**config.mk**
```make
export PLATFORM = sky130hd
export DESIGN_NAME = fes_seq
export DESIGN_NICKNAME = d
export VERILOG_FILES = /design/src/hdl/fes_pkg.sv /design/src/hdl/fes_seq.sv
export SDC_FILE = /design/constraint.sdc
export NUM_CORES = 1
export LEC_CHECK = 0
export ABC_AREA = 1
export BUFFER_PORTS_ARGS = -buffer_cell sky130_fd_sc_hd__buf_4
export CORE_MARGIN = 3
export CORE_UTILIZATION = 45
export CTS_BUF_LIST = sky130_fd_sc_hd__clkbuf_2 sky130_fd_sc_hd__clkbuf_4 sky130_fd_sc_hd__clkbuf_8
export CTS_CLUSTER_DIAMETER = 120
export DETAILED_ROUTE_END_ITERATION = 6
export GPL_TIMING_DRIVEN = 0
export PLACE_DENSITY = 0.66
export SETUP_SLACK_MARGIN = 0.1
export SYNTH_ARGS = -nofsm -noshare
export SYNTH_HDL_FRONTEND = slang
export SYNTH_SLANG_ARGS = --single-unit
export TNS_END_PERCENT = 30
```
**constraint.sdc**
```tcl
create_clock -name i_clk -period 1.7 [get_ports i_clk]
set_input_delay 0.085 -clock i_clk [delete_from_list [all_inputs] [get_ports i_clk]]
set_output_delay 0.085 -clock i_clk [all_outputs]
set_load 0.01 [all_outputs]
```
**src/hdl/fes_pkg.sv**
```systemverilog
/*
  Shared constants and types of the flash erase/program sequencer:
  register indices, key and select codes, result codes and timing.
  Assumes one 200 MHz clock and an 8-bit register port.
*/
package fes_pkg;
  // Register indices on the plain register port.
  localparam logic [7:0] A_KEY  = 8'h00; // Program key register.
  localparam logic [7:0] A_ASEL = 8'h01; // Array select register.
  localparam logic [7:0] A_CTRL = 8'h02; // Control/status register.
  localparam logic [7:0] A_TGT  = 8'h03; // Download target address.
  localparam logic [7:0] A_FREQ = 8'h04; // Operating frequency, MHz.
  localparam logic [7:0] A_BLK  = 8'h05; // Erase block select.
  localparam logic [7:0] A_PTR  = 8'h06; // Program data pointer.
  localparam logic [7:0] A_CALL = 8'h07; // Routine call address.
  localparam logic [7:0] A_RES  = 8'h08; // Routine result byte.
  localparam logic [7:0] A_DLR  = 8'h09; // Download result byte.
  // Control register fields.
  localparam int C_TRIG = 0; // Download trigger bit.
  localparam int C_ESEL = 1; // Select the erase routine.
  localparam int C_PSEL = 2; // Select the program routine.
  localparam int C_BUSY = 4; // Read only: download or operation runs.
  localparam int C_CHK  = 5; // Read only: start-up check running.
  localparam int C_BOOT = 6; // Read only: user boot mode.
  // Key codes and array select codes.
  localparam logic [7:0] KEY_DL   = 8'hA5; // Allows a download.
  localparam logic [7:0] KEY_PE   = 8'h5A; // Allows program/erase.
  localparam logic [7:0] ASEL_BT  = 8'hAA; // Boot user array shown.
  localparam logic [7:0] ASEL_MN  = 8'h00; // Main user array shown.
  // Entry offsets above the download start.
  localparam logic [7:0] ENT_RUN  = 8'h10; // Erase/program entry.
  localparam logic [7:0] ENT_INIT = 8'h20; // Initialization entry.
  // Accepted frequency range in MHz.
  localparam logic [7:0] FREQ_MIN = 8'h15; // 21 MHz.
  localparam logic [7:0] FREQ_MAX = 8'h22; // 34 MHz.
  // Result codes of the routines and of the download.
  localparam logic [7:0] RES_PASS = 8'h00; // Success.
  localparam logic [7:0] RES_ERR  = 8'h01; // Parameter/state error.
  localparam logic [7:0] RES_FREQ = 8'h02; // Frequency out of range.
  localparam logic [7:0] RES_ARR  = 8'h04; // Wrong array selected.
  localparam logic [7:0] DLR_SS   = 8'h04; // Bad routine selection.
  localparam logic [7:0] DLR_FK   = 8'h02; // Bad key at download.
  localparam logic [7:0] DLR_INI  = 8'hFF; // Value before download.
  // Reset defaults, array sizes and timing counts in cycles.
  localparam logic [7:0] RST_ZERO = 8'h00;
  localparam int NUM_BLK   = 8;   // Main user array blocks.
  localparam int FLASH_TOP = 16;  // Pointer pages below this are flash.
  localparam int CHECK_CYC = 64;  // Start-up array check length.
  localparam int DL_CYC    = 32;  // Routine download length.
  localparam int OP_CYC    = 256; // Erase or program length.
  // Flash array view presented to the bus fabric.
  localparam logic [1:0] MAP_MAIN = 2'h0;
  localparam logic [1:0] MAP_BOOT = 2'h1;
  localparam logic [1:0] MAP_EMB  = 2'h2;
  // One erase or program request toward the flash macro.
  typedef struct packed {
    logic       erase; // Erase of one block runs.
    logic       prog;  // Program of one unit runs.
    logic [7:0] blk;   // Block or unit number.
  } fes_op_t;
endpackage : fes_pkg

```
**src/hdl/fes_seq.sv**
```systemverilog
/*
  Flash erase/program sequencer: key register, array select, routine
  download, initialization, erase and program with a result byte.
  Assumes a CPU master on the plain register port, same clock, and a
  boot mode pin from outside that is synchronised here.
*/
`timescale 1ns/1ps
module fes_seq
  import fes_pkg::*;
#(
  parameter int P_CHECK_CYC = CHECK_CYC, // Start-up check cycles.
  parameter int P_DL_CYC    = DL_CYC,    // Download cycles.
  parameter int P_OP_CYC    = OP_CYC,    // Erase/program cycles.
  parameter int P_NUM_BLK   = NUM_BLK    // Main array blocks.
) (
  input  wire logic       i_clk,       // 200 MHz clock.
  input  wire logic       i_rst,       // Synchronous reset.
  input  wire logic       i_boot_mode, // Boot mode pin.
  input  wire logic [7:0] i_addr,      // Register index.
  input  wire logic [7:0] i_wdata,     // Write data.
  input  wire logic       i_wr,        // Write strobe.
  input  wire logic       i_rd,        // Read strobe.
  output logic      [7:0] o_rdata,     // Read data, next cycle.
  output logic            o_flash_rd,  // Flash may be read.
  output logic            o_irq_hold,  // Interrupts held off.
  output logic      [1:0] o_map,       // Array shown in flash space.
  output fes_op_t         o_op         // Running flash operation.
);
  // CHK runs the start-up array check after every reset, IDLE
  // accepts register traffic, DL copies a routine into RAM and OP
  // drives one erase or program pulse train into the array.
  typedef enum logic [1:0] {ST_CHK, ST_IDLE, ST_DL, ST_OP} fes_st_t;

  fes_st_t     state_q;              // Sequencer state.
  logic [15:0] cnt_q;                // Cycles left in this state.
  logic        bm1_q, bm2_q;         // Boot pin synchroniser.
  logic [7:0]  key_q, tgt_q, freq_q; // Software parameters.
  logic [7:0]  blk_q, ptr_q;
  logic        esel_q, psel_q;       // Routine selection bits.
  logic        boot_sel_q;           // Boot array shown.
  logic [7:0]  res_q, dlr_q;         // Result bytes.
  logic [7:0]  er_tgt_q, pr_tgt_q;   // Where each routine lives.
  logic        er_ok_q, pr_ok_q;     // Routine downloaded.
  logic        er_ini_q, pr_ini_q;   // Routine initialized.
  logic        dl_er_q;              // Download carries erase code.
  logic        run_er_q;             // Running op is an erase.
  logic [7:0]  ctrl_rd;              // Control register read view.

  // Entry decode of a call write. The CPU names the routine by the
  // address it jumps to, so only the two entry offsets above a
  // downloaded routine's start mean anything; any other address is
  // taken as a stray write and ignored.
  wire logic call = i_wr && i_addr == A_CALL && state_q == ST_IDLE;
  wire logic er_run = er_ok_q && i_wdata == 8'(er_tgt_q + ENT_RUN);
  wire logic pr_run = pr_ok_q && i_wdata == 8'(pr_tgt_q + ENT_RUN);
  wire logic er_ini = er_ok_q && i_wdata == 8'(er_tgt_q + ENT_INIT);
  wire logic pr_ini = pr_ok_q && i_wdata == 8'(pr_tgt_q + ENT_INIT);
  wire logic freq_ok = freq_q >= FREQ_MIN && freq_q <= FREQ_MAX;
  // Block numbers beyond the main array erase nothing at all.
  wire logic blk_ok = 32'(blk_q) < P_NUM_BLK;
  // Program data must come from RAM: a pointer page below the top
  // of flash is refused even when the data behind it are correct.
  wire logic ptr_ok = 32'(ptr_q) >= FLASH_TOP;
  // Boot array is never touched here; main must be shown in boot mode.
  wire logic arr_ok = !(bm2_q && boot_sel_q);
  // Two key codes guard two steps: one for the download, one for
  // the erase or program itself, so a single stray write can never
  // both fetch a routine and start it.
  wire logic key_pe = key_q == KEY_PE;
  // A trigger is honoured only from IDLE; one written during a
  // download or an operation is dropped without a trace.
  wire logic trig = i_wr && i_addr == A_CTRL && i_wdata[C_TRIG]
                    && state_q == ST_IDLE;
  // Exactly one routine may be selected for a download.
  wire logic dl_good = key_q == KEY_DL && (esel_q ^ psel_q);

  // The boot pin comes from outside; two flops before any use.
  // No reset here: the pin level is sampled all through reset, so
  // the second flop is settled well before the check ends.
  always_ff @(posedge i_clk) begin
    bm1_q <= i_boot_mode;
    bm2_q <= bm1_q;
  end

  // Main sequence: start-up check, download and flash operations.
  // The counter is loaded on entry to each timed state and counts
  // down to one; the state is left on the edge that sees one.
  always_ff @(posedge i_clk) begin
    if (i_rst) begin
      // Every reset, power-up or mid-run, repeats the array check.
      state_q  <= ST_CHK;
      cnt_q    <= 16'(P_CHECK_CYC);
      run_er_q <= 1'b0;
    end else begin
      case (state_q)
        ST_CHK: begin
          // Both arrays are checked; only register reads are accepted.
          // Interrupts stay held in boot mode until this state ends.
          if (cnt_q == 16'h0001) begin
            state_q <= ST_IDLE;
          end
          cnt_q <= cnt_q - 16'h0001;
        end
        ST_IDLE: begin
          // Trigger and call use different indices; one fires at most.
          if (trig && dl_good) begin
            state_q <= ST_DL;
            cnt_q   <= 16'(P_DL_CYC);
          end else if (call && key_pe && er_run && er_ini_q
                       && blk_ok && arr_ok) begin
            state_q  <= ST_OP;
            cnt_q    <= 16'(P_OP_CYC);
            run_er_q <= 1'b1;
          end else if (call && key_pe && pr_run && pr_ini_q
                       && ptr_ok && arr_ok) begin
            state_q  <= ST_OP;
            cnt_q    <= 16'(P_OP_CYC);
            run_er_q <= 1'b0;
          end
        end
        ST_DL, ST_OP: begin
          // Timed states: calls and triggers are refused until done.
          if (cnt_q == 16'h0001) begin
            state_q <= ST_IDLE;
          end
          cnt_q <= cnt_q - 16'h0001;
        end
        default: begin
          // No encoding is left unused; fall back to accepting traffic.
          state_q <= ST_IDLE;
        end
      endcase
    end
  end

  // Software-written parameters. Frozen while the engine is busy so
  // a stray write cannot alter a running erase or program.
  // Clearing the key after an operation restores software
  // protection; nothing here clears it on the host's behalf.
  always_ff @(posedge i_clk) begin
    if (i_rst) begin
      key_q  <= RST_ZERO;
      tgt_q  <= RST_ZERO;
      freq_q <= RST_ZERO;
      blk_q  <= RST_ZERO;
      ptr_q  <= RST_ZERO;
      esel_q <= 1'b0;
      psel_q <= 1'b0;
    end else if (i_wr && state_q == ST_IDLE) begin
      if (i_addr == A_KEY) begin
        key_q <= i_wdata;
      end else if (i_addr == A_TGT) begin
        tgt_q <= i_wdata;
      end else if (i_addr == A_FREQ) begin
        freq_q <= i_wdata;
      end else if (i_addr == A_BLK) begin
        blk_q <= i_wdata;
      end else if (i_addr == A_PTR) begin
        ptr_q <= i_wdata;
      end else if (i_addr == A_CTRL) begin
        esel_q <= i_wdata[C_ESEL];
        psel_q <= i_wdata[C_PSEL];
      end
    end
  end

  // Array select. Boot mode starts on the boot array once the check
  // ends; the host may switch to the main array only in boot mode.
  // In user program mode the boot array is never shown, so the
  // write is ignored there and the main array stays in view.
  always_ff @(posedge i_clk) begin
    if (i_rst) begin
      boot_sel_q <= 1'b0;
    end else if (state_q == ST_CHK && cnt_q == 16'h0001) begin
      boot_sel_q <= bm2_q;
    end else if (i_wr && i_addr == A_ASEL && state_q == ST_IDLE
                 && bm2_q) begin
      boot_sel_q <= i_wdata == ASEL_BT;
    end
  end

  // Download bookkeeping: each target keeps its own routine.
  // A routine downloaded onto the other routine's target overwrites
  // it, so that one is marked absent and must be fetched again.
  always_ff @(posedge i_clk) begin
    if (i_rst) begin
      dlr_q    <= DLR_INI;
      dl_er_q  <= 1'b0;
      er_tgt_q <= RST_ZERO;
      pr_tgt_q <= RST_ZERO;
      er_ok_q  <= 1'b0;
      pr_ok_q  <= 1'b0;
    end else if (trig && !dl_good) begin
      // Failed download leaves routines as they were.
      dlr_q <= (key_q != KEY_DL ? DLR_FK : RST_ZERO)
             | (esel_q ^ psel_q ? RST_ZERO : DLR_SS);
    end else if (trig) begin
      dl_er_q <= esel_q;
    end else if (state_q == ST_DL && cnt_q == 16'h0001) begin
      dlr_q <= RST_ZERO;
      if (dl_er_q) begin
        er_tgt_q <= tgt_q;
        er_ok_q  <= 1'b1;
        pr_ok_q  <= pr_ok_q && pr_tgt_q != tgt_q;
      end else begin
        pr_tgt_q <= tgt_q;
        pr_ok_q  <= 1'b1;
        er_ok_q  <= er_ok_q && er_tgt_q != tgt_q;
      end
    end
  end

  // Initialization flags; a fresh download needs a fresh init.
  // An out-of-range frequency leaves the routine uninitialised, so
  // any later run call with it returns an error and alters nothing.
  always_ff @(posedge i_clk) begin
    if (i_rst) begin
      er_ini_q <= 1'b0;
      pr_ini_q <= 1'b0;
    end else if (state_q == ST_DL && cnt_q == 16'h0001) begin
      if (dl_er_q) begin
        er_ini_q <= 1'b0;
      end else begin
        pr_ini_q <= 1'b0;
      end
    end else if (call && er_ini) begin
      er_ini_q <= freq_ok;
    end else if (call && pr_ini) begin
      pr_ini_q <= freq_ok;
    end
  end

  // Result byte: the only state a routine call returns.
  // Errors are ranked: wrong array first, then key, initialisation
  // and parameter faults; a good run reports only when it ends.
  always_ff @(posedge i_clk) begin
    if (i_rst) begin
      res_q <= RST_ZERO;
    end else if (state_q == ST_OP && cnt_q == 16'h0001) begin
      res_q <= RES_PASS;
    end else if (call && (er_ini || pr_ini)) begin
      res_q <= freq_ok ? RES_PASS : RES_FREQ;
    end else if (call && (er_run || pr_run) && !arr_ok) begin
      res_q <= RES_ARR;
    end else if (call && er_run && !(key_pe && er_ini_q && blk_ok)) begin
      res_q <= RES_ERR;
    end else if (call && pr_run && !(key_pe && pr_ini_q && ptr_ok)) begin
      res_q <= RES_ERR;
    end
  end

  // Control register read view. Bits without a function read zero.
  always_comb begin
    ctrl_rd         = RST_ZERO;
    ctrl_rd[C_ESEL] = esel_q;
    ctrl_rd[C_PSEL] = psel_q;
    ctrl_rd[C_BUSY] = state_q == ST_DL || state_q == ST_OP;
    ctrl_rd[C_CHK]  = state_q == ST_CHK;
    ctrl_rd[C_BOOT] = bm2_q;
  end

  // Read data stands in the cycle after the strobe only.
  // Zero outside that cycle keeps a shared read bus quiet; the
  // trade is one flop stage of latency on every read.
  always_ff @(posedge i_clk) begin
    if (i_rst || !i_rd) begin
      o_rdata <= RST_ZERO;
    end else if (i_addr == A_KEY) begin
      o_rdata <= key_q;
    end else if (i_addr == A_ASEL) begin
      o_rdata <= boot_sel_q ? ASEL_BT : ASEL_MN;
    end else if (i_addr == A_CTRL) begin
      o_rdata <= ctrl_rd;
    end else if (i_addr == A_TGT) begin
      o_rdata <= tgt_q;
    end else if (i_addr == A_FREQ) begin
      o_rdata <= freq_q;
    end else if (i_addr == A_BLK) begin
      o_rdata <= blk_q;
    end else if (i_addr == A_PTR) begin
      o_rdata <= ptr_q;
    end else if (i_addr == A_RES) begin
      o_rdata <= res_q;
    end else if (i_addr == A_DLR) begin
      o_rdata <= dlr_q;
    end else begin
      // Unmapped indices read as zero.
      o_rdata <= RST_ZERO;
    end
  end

  // Outputs, registered from the current state_q, so they lag it by one cycle.
  // Flash stays readable through download and goes dark during an
  // erase or program, as any read then would corrupt the pulse.
  // The map shows the embedded store during a download, which is
  // why the trigger write itself must run from RAM.
  always_ff @(posedge i_clk) begin
    if (i_rst) begin
      o_flash_rd <= 1'b0;
      o_irq_hold <= 1'b1;
      o_map      <= MAP_MAIN;
      o_op       <= '0;
    end else begin
      o_flash_rd <= state_q != ST_OP && state_q != ST_CHK;
      o_irq_hold <= state_q == ST_CHK && bm2_q;
      if (state_q == ST_DL) begin
        o_map <= MAP_EMB;
      end else if (boot_sel_q) begin
        o_map <= MAP_BOOT;
      end else begin
        o_map <= MAP_MAIN;
      end
      // The block number is shown even when idle; only erase or
      // prog tell the array that a pulse train runs.
      o_op.erase <= state_q == ST_OP && run_er_q;
      o_op.prog  <= state_q == ST_OP && !run_er_q;
      o_op.blk   <= blk_q;
    end
  end
endmodule : fes_seq

```
==> flow_summary.yaml, run 1 <==
place:
  placed_cells: 1055
  hpwlAfterDp_um: 13200
  portBuffers: 38
  place.gp.congestion: 1.06
  post_dp_cell_area_um2: 6480
final_layout:
  finalInstanceArea_um2: 7600
  area_delta_synth_final_pct: 28.3
  final_layout_size_suffix_gt1_share_pct: 23.8
  finish.net_count: 973
  diodes: 0
  fin_cells: 1126
route:
  wirelength_um: 18900
  first_pass_iters: 6
  initialDrtViolationCount: 629
  viasPerCell: 5.48
  drc: 0
  vias: 6173
  detail_route.wl_per_cell_um: 16.8
  ant_nets: 0
synth:
  synthTopCellsByCount: "nand2_1, nor2_1, dfxtp_1"
  yosysTopAreaCellShare_pct: 38.2
  ys_seq_area_share_pct: 38.2
  synthTopCellsByArea: "dfxtp_1, nand2_1, nor2_1"
  synthCells: 845
  synth_cell_types: 39
  ys_warn_count: 0
  synth_edf_count: 0
  ys.flop_type: "dfxtp_1"
  syn_avg_cell_area_um2: 7.01
  yosysMostFrequentCell: "nand2_1"
  yosys_register_bits: 113
  synthArstFlopShare_pct: 0
  syn-num-nets: 877
  netlist_area_um2: 5920
  yosysTopAreaCell: "dfxtp_1"
timing:
  rsz0062_at_grt: "yes"
  fin_crit_ns: 1.90
  tightest_slew_ns: 0.870
  setup_viol: 40
  finalCritPeriodShare_pct: 112
  layout_setup_ws_ns: -0.201
  maxSlewHeadroom_pct: 42.0
  hold_viol_final: 0
  hold_ws_ns: 0.00477
  slew_viol_final: 0
  max_freq_mhz: 526
  skew_ns: 0.00897
clock_network:
  cts_tree: "yes"
  cts_buffers: 17
  cts_num_sinks: 113
  cts_buffer_depth: 2
  clk_latency_ns: 0.45
  cts-root-buf: "clkbuf_8"
  cts.clk_slew.worst_paths_ns: 0.07
  cts-htree-levels: 4
critical_path:
  crit_type: "reg -> reg"
  slowest_delay_ns: 0.37
  required_ns: 2.05
  path_cells: "ha_4, inv_1, nand2_1, nand3_1, nor2_1, nand2_1, nor2_4, nand3_4, nand3_4, buf_6, nand3_2, nand2_1, nor2_1"
  cp_max_fo: 8
  cpMaxStageDelayCell: "dfxtp_4"
  arrival_ns: 2.25
  critPathCaptureType: "flop"
  crit_family: "simple AND/OR/NAND/NOR gates"
  crit_path_start_kind: "flop"
  crit_top_cell: "nand2_1"
  path_buf_inv: 2
global_routing:
  grtUsageTotal_pct: 26.2
  grt_pass1_vias: 5623
  antenna_found_initial: 0
  grt_pass1_wl_um: 29500
  overflow: 0
  grt_max_degree: 17
pwr:
  p_leak_nw: 3.24
  peakVddDrop_v: 0.000491
  p_total_mw: 7.60
  power_density_nw_per_um2: 1000
outcome:
  status: "finished, violations left"
  violations: "negative setup slack"
die:
  fp.dieH_um: 121
  core_area_um2: 12700
  rows: 41
  ios: 43
  initial_core_util_pct: 46.5
  die_area_um2: 14600
  die_w_um: 121
job:
  cap_violations: 0
hold_path:
  hp-class: "in -> reg"
[worst paths after layout]
check                    from         end  slack, ns  cells after the start
setup / recovery  er_tgt_q[5]  state_q[0]      -0.20                     13
hold reg to reg         bm1_q       bm2_q       0.33                      0
hold / removal     i_wdata[2]      psel_q      0.005                      3
setup reg to reg  er_tgt_q[5]  state_q[0]      -0.20                     13
[layer usage]
layer  wire (µm)  part of all wire, %  global-route usage, %  vias to the layer above
met1        8340                   44                   34.9                     2874
met2        8570                   45                   40.8                      280
met5           0                    0                      0                        -
li1            -                    -                      -                     2978
met4         626                  3.3                   11.8                        0
met3        1370                  7.2                   5.80                       41
[flip-flops by register name, summed over array words and instances (netlist names), 2 cells and up]
| register | cells |
|---|---|
| key_q | 8 |
| pr_tgt_q | 8 |
| tgt_q | 8 |
| dlr_q | 3 |
| state_q | 2 |
| o_op | 10 |
| er_tgt_q | 8 |
| o_rdata | 8 |
| freq_q | 8 |
| res_q | 3 |
| o_map | 2 |
| cnt_q | 16 |
| ptr_q | 8 |
| blk_q | 8 |
[power by group]
part | switching (mW) | internal [mW] | total, mW
Combinational | 1.24 | 0.807 | 2.04
Clock | 1.11 | 1.46 | 2.57
Sequential | 0.181 | 2.80 | 2.99
[cell type report]
| class | count | area [µm²] |
|---|---|---|
| buffer | 26 | 170 |
| clock buffer | 23 | 298 |
| clock inverter | 9 | 106 |
| fill | 1174 | 5130 |
| inverter | 84 | 325 |
| multi-input combinational | 622 | 3560 |
| sequential | 113 | 2290 |
| tap | 172 | 215 |
| timing repair buffer | 77 | 632 |
[repair_timing]
item                                    CTS  global route
hold endpoints to repair                 22             0
resized for setup                        57            63
pin swaps                                23            18
endpoints found under the setup margin   51            72
cloned                                    3             0
hold buffers                             12             0
buffers inserted                         14            10
[stage by stage]
stage                     util (%)  TNS [ns]  setup slack [ns]
final                         59.7     -3.80            -0.201
after global routing          59.7     -7.91            -0.280
after CTS                     57.6     -3.55            -0.147
after detailed placement      50.9    -11.75            -0.322
after global placement        50.9    -11.33            -0.309
after floorplan                  -         0           0.00952
[cell usage in the layout, fill, tap and decap left out, drive strengths merged]
cell | netlist | routed
nand4 | 23 | 23
a21oi | 73 | 73
o2111ai | 2 | 2
nor3 | 20 | 20
or2 | 2 | 2
and3 | 1 | 1
ha | 11 | 11
dlygate4sd3 | 0 | 10
xnor2 | 5 | 5
nand3b | 4 | 4
nor2 | 141 | 141
o211ai | 9 | 9
buf | 11 | 75
nor4 | 4 | 4
a22oi | 1 | 1
clkinv | 0 | 4
dlymetal6s4s | 0 | 2
inv | 84 | 84
o21ai | 69 | 69
nand3 | 44 | 44
nor3b | 1 | 1
bufinv | 0 | 2
a211oi | 10 | 10
clkbuf | 15 | 39
xor2 | 31 | 31
dfxtp | 113 | 113
and2 | 1 | 1
clkinvlp | 0 | 3
nand2 | 169 | 169
a31oi | 1 | 1
[cell families (layout without fill, tap and decap cells)]
kind of cell	Yosys count	in the layout	share of synthesized area (%)
AOI/OAI and AO/OA	165	165	14.9
xor gates and xnor gates	36	36	5.33
adders and majority gates	11	11	2.32
buffers and inverters	110	219	7.73
DFF	113	113	38.2
and+or+nand+nor	410	410	31.5
[tightest hold or removal path: cells and delay by family]
family / cells / cell delay [ns]
buf+inv: 1 / 0.16
compound gates: 2 / 0.18
Power figures use the tool's default switching activity.
==> inputs of run 2 (changes only) <==
--- a/config.mk
+++ b/config.mk
@@ -13,7 +13,7 @@
 export CTS_CLUSTER_DIAMETER = 120
 export DETAILED_ROUTE_END_ITERATION = 6
 export GPL_TIMING_DRIVEN = 0
-export PLACE_DENSITY = 0.66
+export PLACE_DENSITY = 0.72
 export SETUP_SLACK_MARGIN = 0.1
 export SYNTH_ARGS = -nofsm -noshare
 export SYNTH_HDL_FRONTEND = slang
==> flow_summary.yaml, run 2 (synthesized netlist as in run 1, its figures left out) <==
pwr:
  p_total_mw: 8.10
  peakVddDrop_v: 0.000531
  p_leak_nw: 3.26
  power_density_nw_per_um2: 1060
critical_path:
  reg2reg_to: "state_q[0]"
  required_ns: 2.05
  cp-startpoint: "pr_tgt_q[4]"
  crit_path_start_kind: "flop"
  critPathCaptureType: "flop"
  cp_max_fo: 8
  arrival_ns: 2.23
  r2r_setup_slack_ns: -0.17
  rr_startpoint: "pr_tgt_q[4]"
  crit_type: "reg -> reg"
  rr_worst_depth: 13
  endpoint: "state_q[0]"
job:
  cap_violations: 0
final_layout:
  finish.net_count: 968
  largest_reg_flops: 16
  top_register: "cnt_q"
  final_util_pct: 60.0
  area_delta_synth_final_pct: 28.9
  layout_common_cells: "nand2_1, nor2_1, dfxtp_1, inv_1, a21oi_1"
  final_common_cell: "nand2_1"
  diodes: 0
  final_layout_size_suffix_gt1_share_pct: 22.8
  fin_cells: 1121
  num-fill-cells: 1151
  reg.largest.list: "cnt_q: 16 flops, o_op: 10 flops"
timing:
  hold_ws_ns: 0.0144
  hold_viol_final: 0
  setup_viol: 35
  slew_viol_final: 0
  layout_setup_ws_ns: -0.174
  skew_ns: 0.0122
  tightest_slew_ns: 0.965
  finalCritPeriodShare_pct: 110
  setup_tns_ns: -3.53
  rsz0062_at_grt: "yes"
  maxSlewHeadroom_pct: 35.6
  max_freq_mhz: 534
  fin_crit_ns: 1.87
global_routing:
  grt_pass1_wl_um: 29500
  grt_max_degree: 17
  overflow: 0
  grtUsageTotal_pct: 26.0
  antenna_found_initial: 0
  grt_pass1_vias: 5673
route:
  first_pass_iters: 6
  initialDrtViolationCount: 619
  viasPerCell: 5.50
  wirelength_um: 18900
  detail_route.wl_per_cell_um: 16.9
  ant_nets: 0
  drc: 0
  vias: 6170
die:
  die_area_um2: 14600
  ios: 43
  fp.dieH_um: 121
  core_area_um2: 12700
  rows: 41
  die_w_um: 121
  initial_core_util_pct: 46.5
place:
  portBuffers: 38
  place.gp.congestion: 0.951
  hpwlAfterDp_um: 12800
  placed_cells: 1055
outcome:
  status: "finished, violations left"
  violations: "negative setup slack"
clock_network:
  cts-htree-levels: 4
  cts_num_sinks: 113
  cts_tree: "yes"
  cts-root-buf: "clkbuf_8"
  cts_buffer_depth: 2
  clk_latency_ns: 0.45
  cts_buffers: 17
  cts.clk_slew.worst_paths_ns: 0.07
hold_path:
  hp-class: "in -> reg"
==> run 2: layout make-up <==
cell class,count,area (µm²),share of cell area (%)
clock inverters,10,181,2.38
well taps,172,215,2.82
repair buffers,71,579,7.59
flip-flops and latches,113,2290,30.0
clock buffers,22,284,3.72
multi-input cells,623,3570,46.8
inverters,84,330,4.33
plain buffers,26,180,2.36
==> run 2: critical path: stages (launching register included) <==
cell and delay [ns]:
dfxtp_4 0.36, ha_4 0.27, inv_2 0.03, nand2_2 0.05
nand3_2 0.06, nor2_1 0.12, nand3_1 0.12, nor2_4 0.16
nand3_4 0.11, nand3_4 0.16, buf_6 0.15, nand3_2 0.06
nand2_1 0.07, nor2_1 0.05
==> run 2: how the worst min path moves through the flow <==
stage | end | startpoint | slack [ns] | cells after the start
2_1_floorplan | bm1_q | i_boot_mode | 0.11 | 0
6_report | dlr_q[1] | i_wdata[0] | 0.01 | 3
5_1_grt | tgt_q[2] | i_wdata[2] | 0.007 | 3
4_1_cts | blk_q[3] | i_wdata[3] | 0.0007 | 3
3_3_place_gp | bm1_q | i_boot_mode | 0.19 | 1
3_5_place_dp | bm1_q | i_boot_mode | 0.19 | 1
==> run 2: stage by stage <==
stage / setup slack [ns] / cell area, µm²
after floorplan: 0.00952 / 5980
after global placement: -0.402 / 6480
after detailed placement: -0.440 / 6480
after CTS: -0.147 / 7430
after global routing: -0.286 / 7630
final: -0.174 / 7630
==> run 2: routing by layer <==
layer  track usage [%]  up-vias  share of wire, %
met5                 0        -                 0
met4              10.3        0               2.4
met3              7.53       45               9.7
met2              39.5      291                46
met1              34.7     2858                42
li1                  -     2976                 -
==> run 2: report_power, final <==
group	switching, mW	total (mW)	internal, mW
Sequential	0.191	3.00	2.81
Combinational	1.27	2.09	0.824
Clock	1.14	3.00	1.87
==> run 2: what timing repair did <==
item,CTS,global route
hold buffers,11,0
setup buffers,17,2
pin swaps,28,18
gates cloned,4,0
resized for setup,64,62
setup endpoints to repair,51,70
endpoints found under the hold margin,23,0
==> inputs of run 3 (changes only) <==
--- a/config.mk
+++ b/config.mk
@@ -15,6 +15,7 @@
 export GPL_TIMING_DRIVEN = 0
 export PLACE_DENSITY = 0.72
 export SETUP_SLACK_MARGIN = 0.1
+export SKIP_CTS_REPAIR_TIMING = 1
 export SYNTH_ARGS = -nofsm -noshare
 export SYNTH_HDL_FRONTEND = slang
 export SYNTH_SLANG_ARGS = --single-unit
==> flow_summary.yaml, run 3 (synthesized netlist as in run 1, its figures left out) <==
outcome:
  status: "finished, violations left"
  violations: "negative setup slack"
die:
  die_w_um: 121
  core_area_um2: 12700
  initial_core_util_pct: 46.5
  fp.dieH_um: 121
  rows: 41
  ios: 43
  die_area_um2: 14600
final_layout:
  area_delta_synth_final_pct: 29.2
  diodes: 0
  reg.largest.list: "cnt_q: 16 flops, o_op: 10 flops"
  final_common_cell: "nand2_1"
  final_layout_size_suffix_gt1_share_pct: 23.0
  finish.net_count: 967
  layout_common_cells: "nand2_1, nor2_1, dfxtp_1, inv_1, a21oi_1"
  top_register: "cnt_q"
  largest_reg_flops: 16
  final_util_pct: 60.1
  finalInstanceArea_um2: 7650
pwr:
  power_density_nw_per_um2: 1060
  p_total_mw: 8.11
  combPwrFrac_pct: 25.8
  sequentialPowerShare_pct: 37.2
  swShare_pct: 32.1
  pwr-share-clk_pct: 37.0
  p_leak_nw: 3.26
  power.internal_mw: 5.51
  peakVddDrop_v: 0.000553
  power_switching_mw: 2.61
route:
  ant_nets: 0
  vias: 6187
  viasPerCell: 5.52
  detail_route.wl_per_cell_um: 16.8
  drc: 0
  initialDrtViolationCount: 721
  wirelength_um: 18800
  first_pass_iters: 6
global_routing:
  overflow: 0
  busiest_layer: "met2"
  met1_usage_pct: 33.6
  grt_max_degree: 17
  grt_pass1_vias: 5338
  grtUsageTotal_pct: 24.4
  antenna_found_initial: 1
  grt_pass1_wl_um: 27700
  met3_usage_pct: 6.97
  grt_use_met2_pct: 36.4
hold_path:
  hp-class: "in -> reg"
critical_path:
  reg2reg_to: "cnt_q[4]"
  arrival_ns: 2.29
  path_buf_inv: 3
  crit_type: "reg -> reg"
  cp-startpoint: "state_q[1]"
  crit_family: "simple AND/OR/NAND/NOR gates"
  cp_max_fo: 8
  required_ns: 2.08
  cpMaxStageDelayCell: "dfxtp_4"
  r2r_setup_slack_ns: -0.21
  path_cells: "inv_4, ha_4, nand2_4, clkinv_4, nand2_4, nor2_4, nand2_2, nor2_4, nand3_4, nand3_4, buf_4, nand2_1, a21oi_1"
  crit_path_start_kind: "flop"
  cp.depth: 13
  endpoint: "cnt_q[4]"
  rr_startpoint: "state_q[1]"
  critPathCaptureType: "flop"
  rr_worst_depth: 13
  slowest_delay_ns: 0.37
clock_network:
  cts_buffer_depth: 2
  cts_buffers: 17
  cts-htree-levels: 4
  cts-root-buf: "clkbuf_8"
  cts.clk_slew.worst_paths_ns: 0.07
  cts_tree: "yes"
  cts_num_sinks: 113
  clk_latency_ns: 0.45
timing:
  slew_viol_final: 0
  tightest_slew_ns: 0.957
  skew_ns: 0.0137
  maxSlewHeadroom_pct: 36.2
  max_freq_mhz: 525
  rsz0062_at_grt: "yes"
  setup_viol: 39
  fin_crit_ns: 1.91
  finalCritPeriodShare_pct: 112
  hold_ws_ns: 0.0158
  hold_viol_final: 0
  layout_setup_ws_ns: -0.206
place:
  hpwlAfterDp_um: 12800
  place.gp.congestion: 0.951
  post_dp_cell_area_um2: 6480
  preCtsSetupSlack_ns: -0.440
  portBuffers: 38
job:
  cap_violations: 0
[run 3: cell count changes in the layout (fill, tap and decap cells not counted), sizes merged]
cell / previous run / this run
buf: 71 / 69
clkinv: 4 / 5
dlygate4sd3: 11 / 12
inv: 84 / 83
[run 3: how the worst min path moves through the flow]
stage	start	to	slack, ns	cells past startpoint
2_1_floorplan	i_boot_mode	bm1_q	0.11	0
3_3_place_gp	i_boot_mode	bm1_q	0.19	1
3_5_place_dp	i_boot_mode	bm1_q	0.19	1
5_1_grt	i_wdata[7]	ptr_q[7]	0.008	3
4_1_cts	i_boot_mode	bm1_q	-0.28	1
6_report	i_wdata[2]	blk_q[2]	0.02	3
[run 3: area by class of cell]
type | instances | area, µm²
plain buffers | 26 | 174
clock buffers | 22 | 284
clock inverters | 10 | 181
fillers | 1141 | 5070
inverters | 84 | 330
multi-input cells | 623 | 3580
flip-flops and latches | 113 | 2300
well taps | 172 | 215
repair buffers | 70 | 581
[run 3: layer usage]
| metal | share of wire, % | vias up | wire length [µm] |
|---|---|---|---|
| li1 | - | 2975 | - |
| met1 | 41 | 2822 | 7750 |
| met2 | 45 | 337 | 8550 |
| met3 | 11 | 53 | 2040 |
| met4 | 2.7 | 0 | 503 |
| met5 | 0 | - | 0 |
[run 3: worst reg2reg max path, cell delays in order (launching register included)]
cell      delay, ns
dfxtp_4        0.37
inv_4          0.06
ha_4           0.16
nand2_4        0.06
clkinv_4       0.06
nand2_4        0.05
nor2_4         0.16
nand2_2        0.11
nor2_4         0.15
nand3_4        0.11
nand3_4        0.18
buf_4          0.18
nand2_1        0.07
a21oi_1        0.13
[run 3: stage by stage]
step,TNS (ns),cells
finish,-5.44,1120
global route,-9.53,1120
CTS,-13.20,1087
detailed placement,-13.95,1055
global placement,-12.22,1055
floorplan,0,845
[run 3: power by group through the flow]
stage	Clock (mW)	Combinational, mW	Sequential (mW)
after detailed placement	0	1.57	3.02
after CTS	3.02	1.59	2.96
after global routing	3.16	2.26	3.04
after floorplan	0	1.19	2.99
final	3.00	2.09	3.02
after global placement	0	1.55	3.02
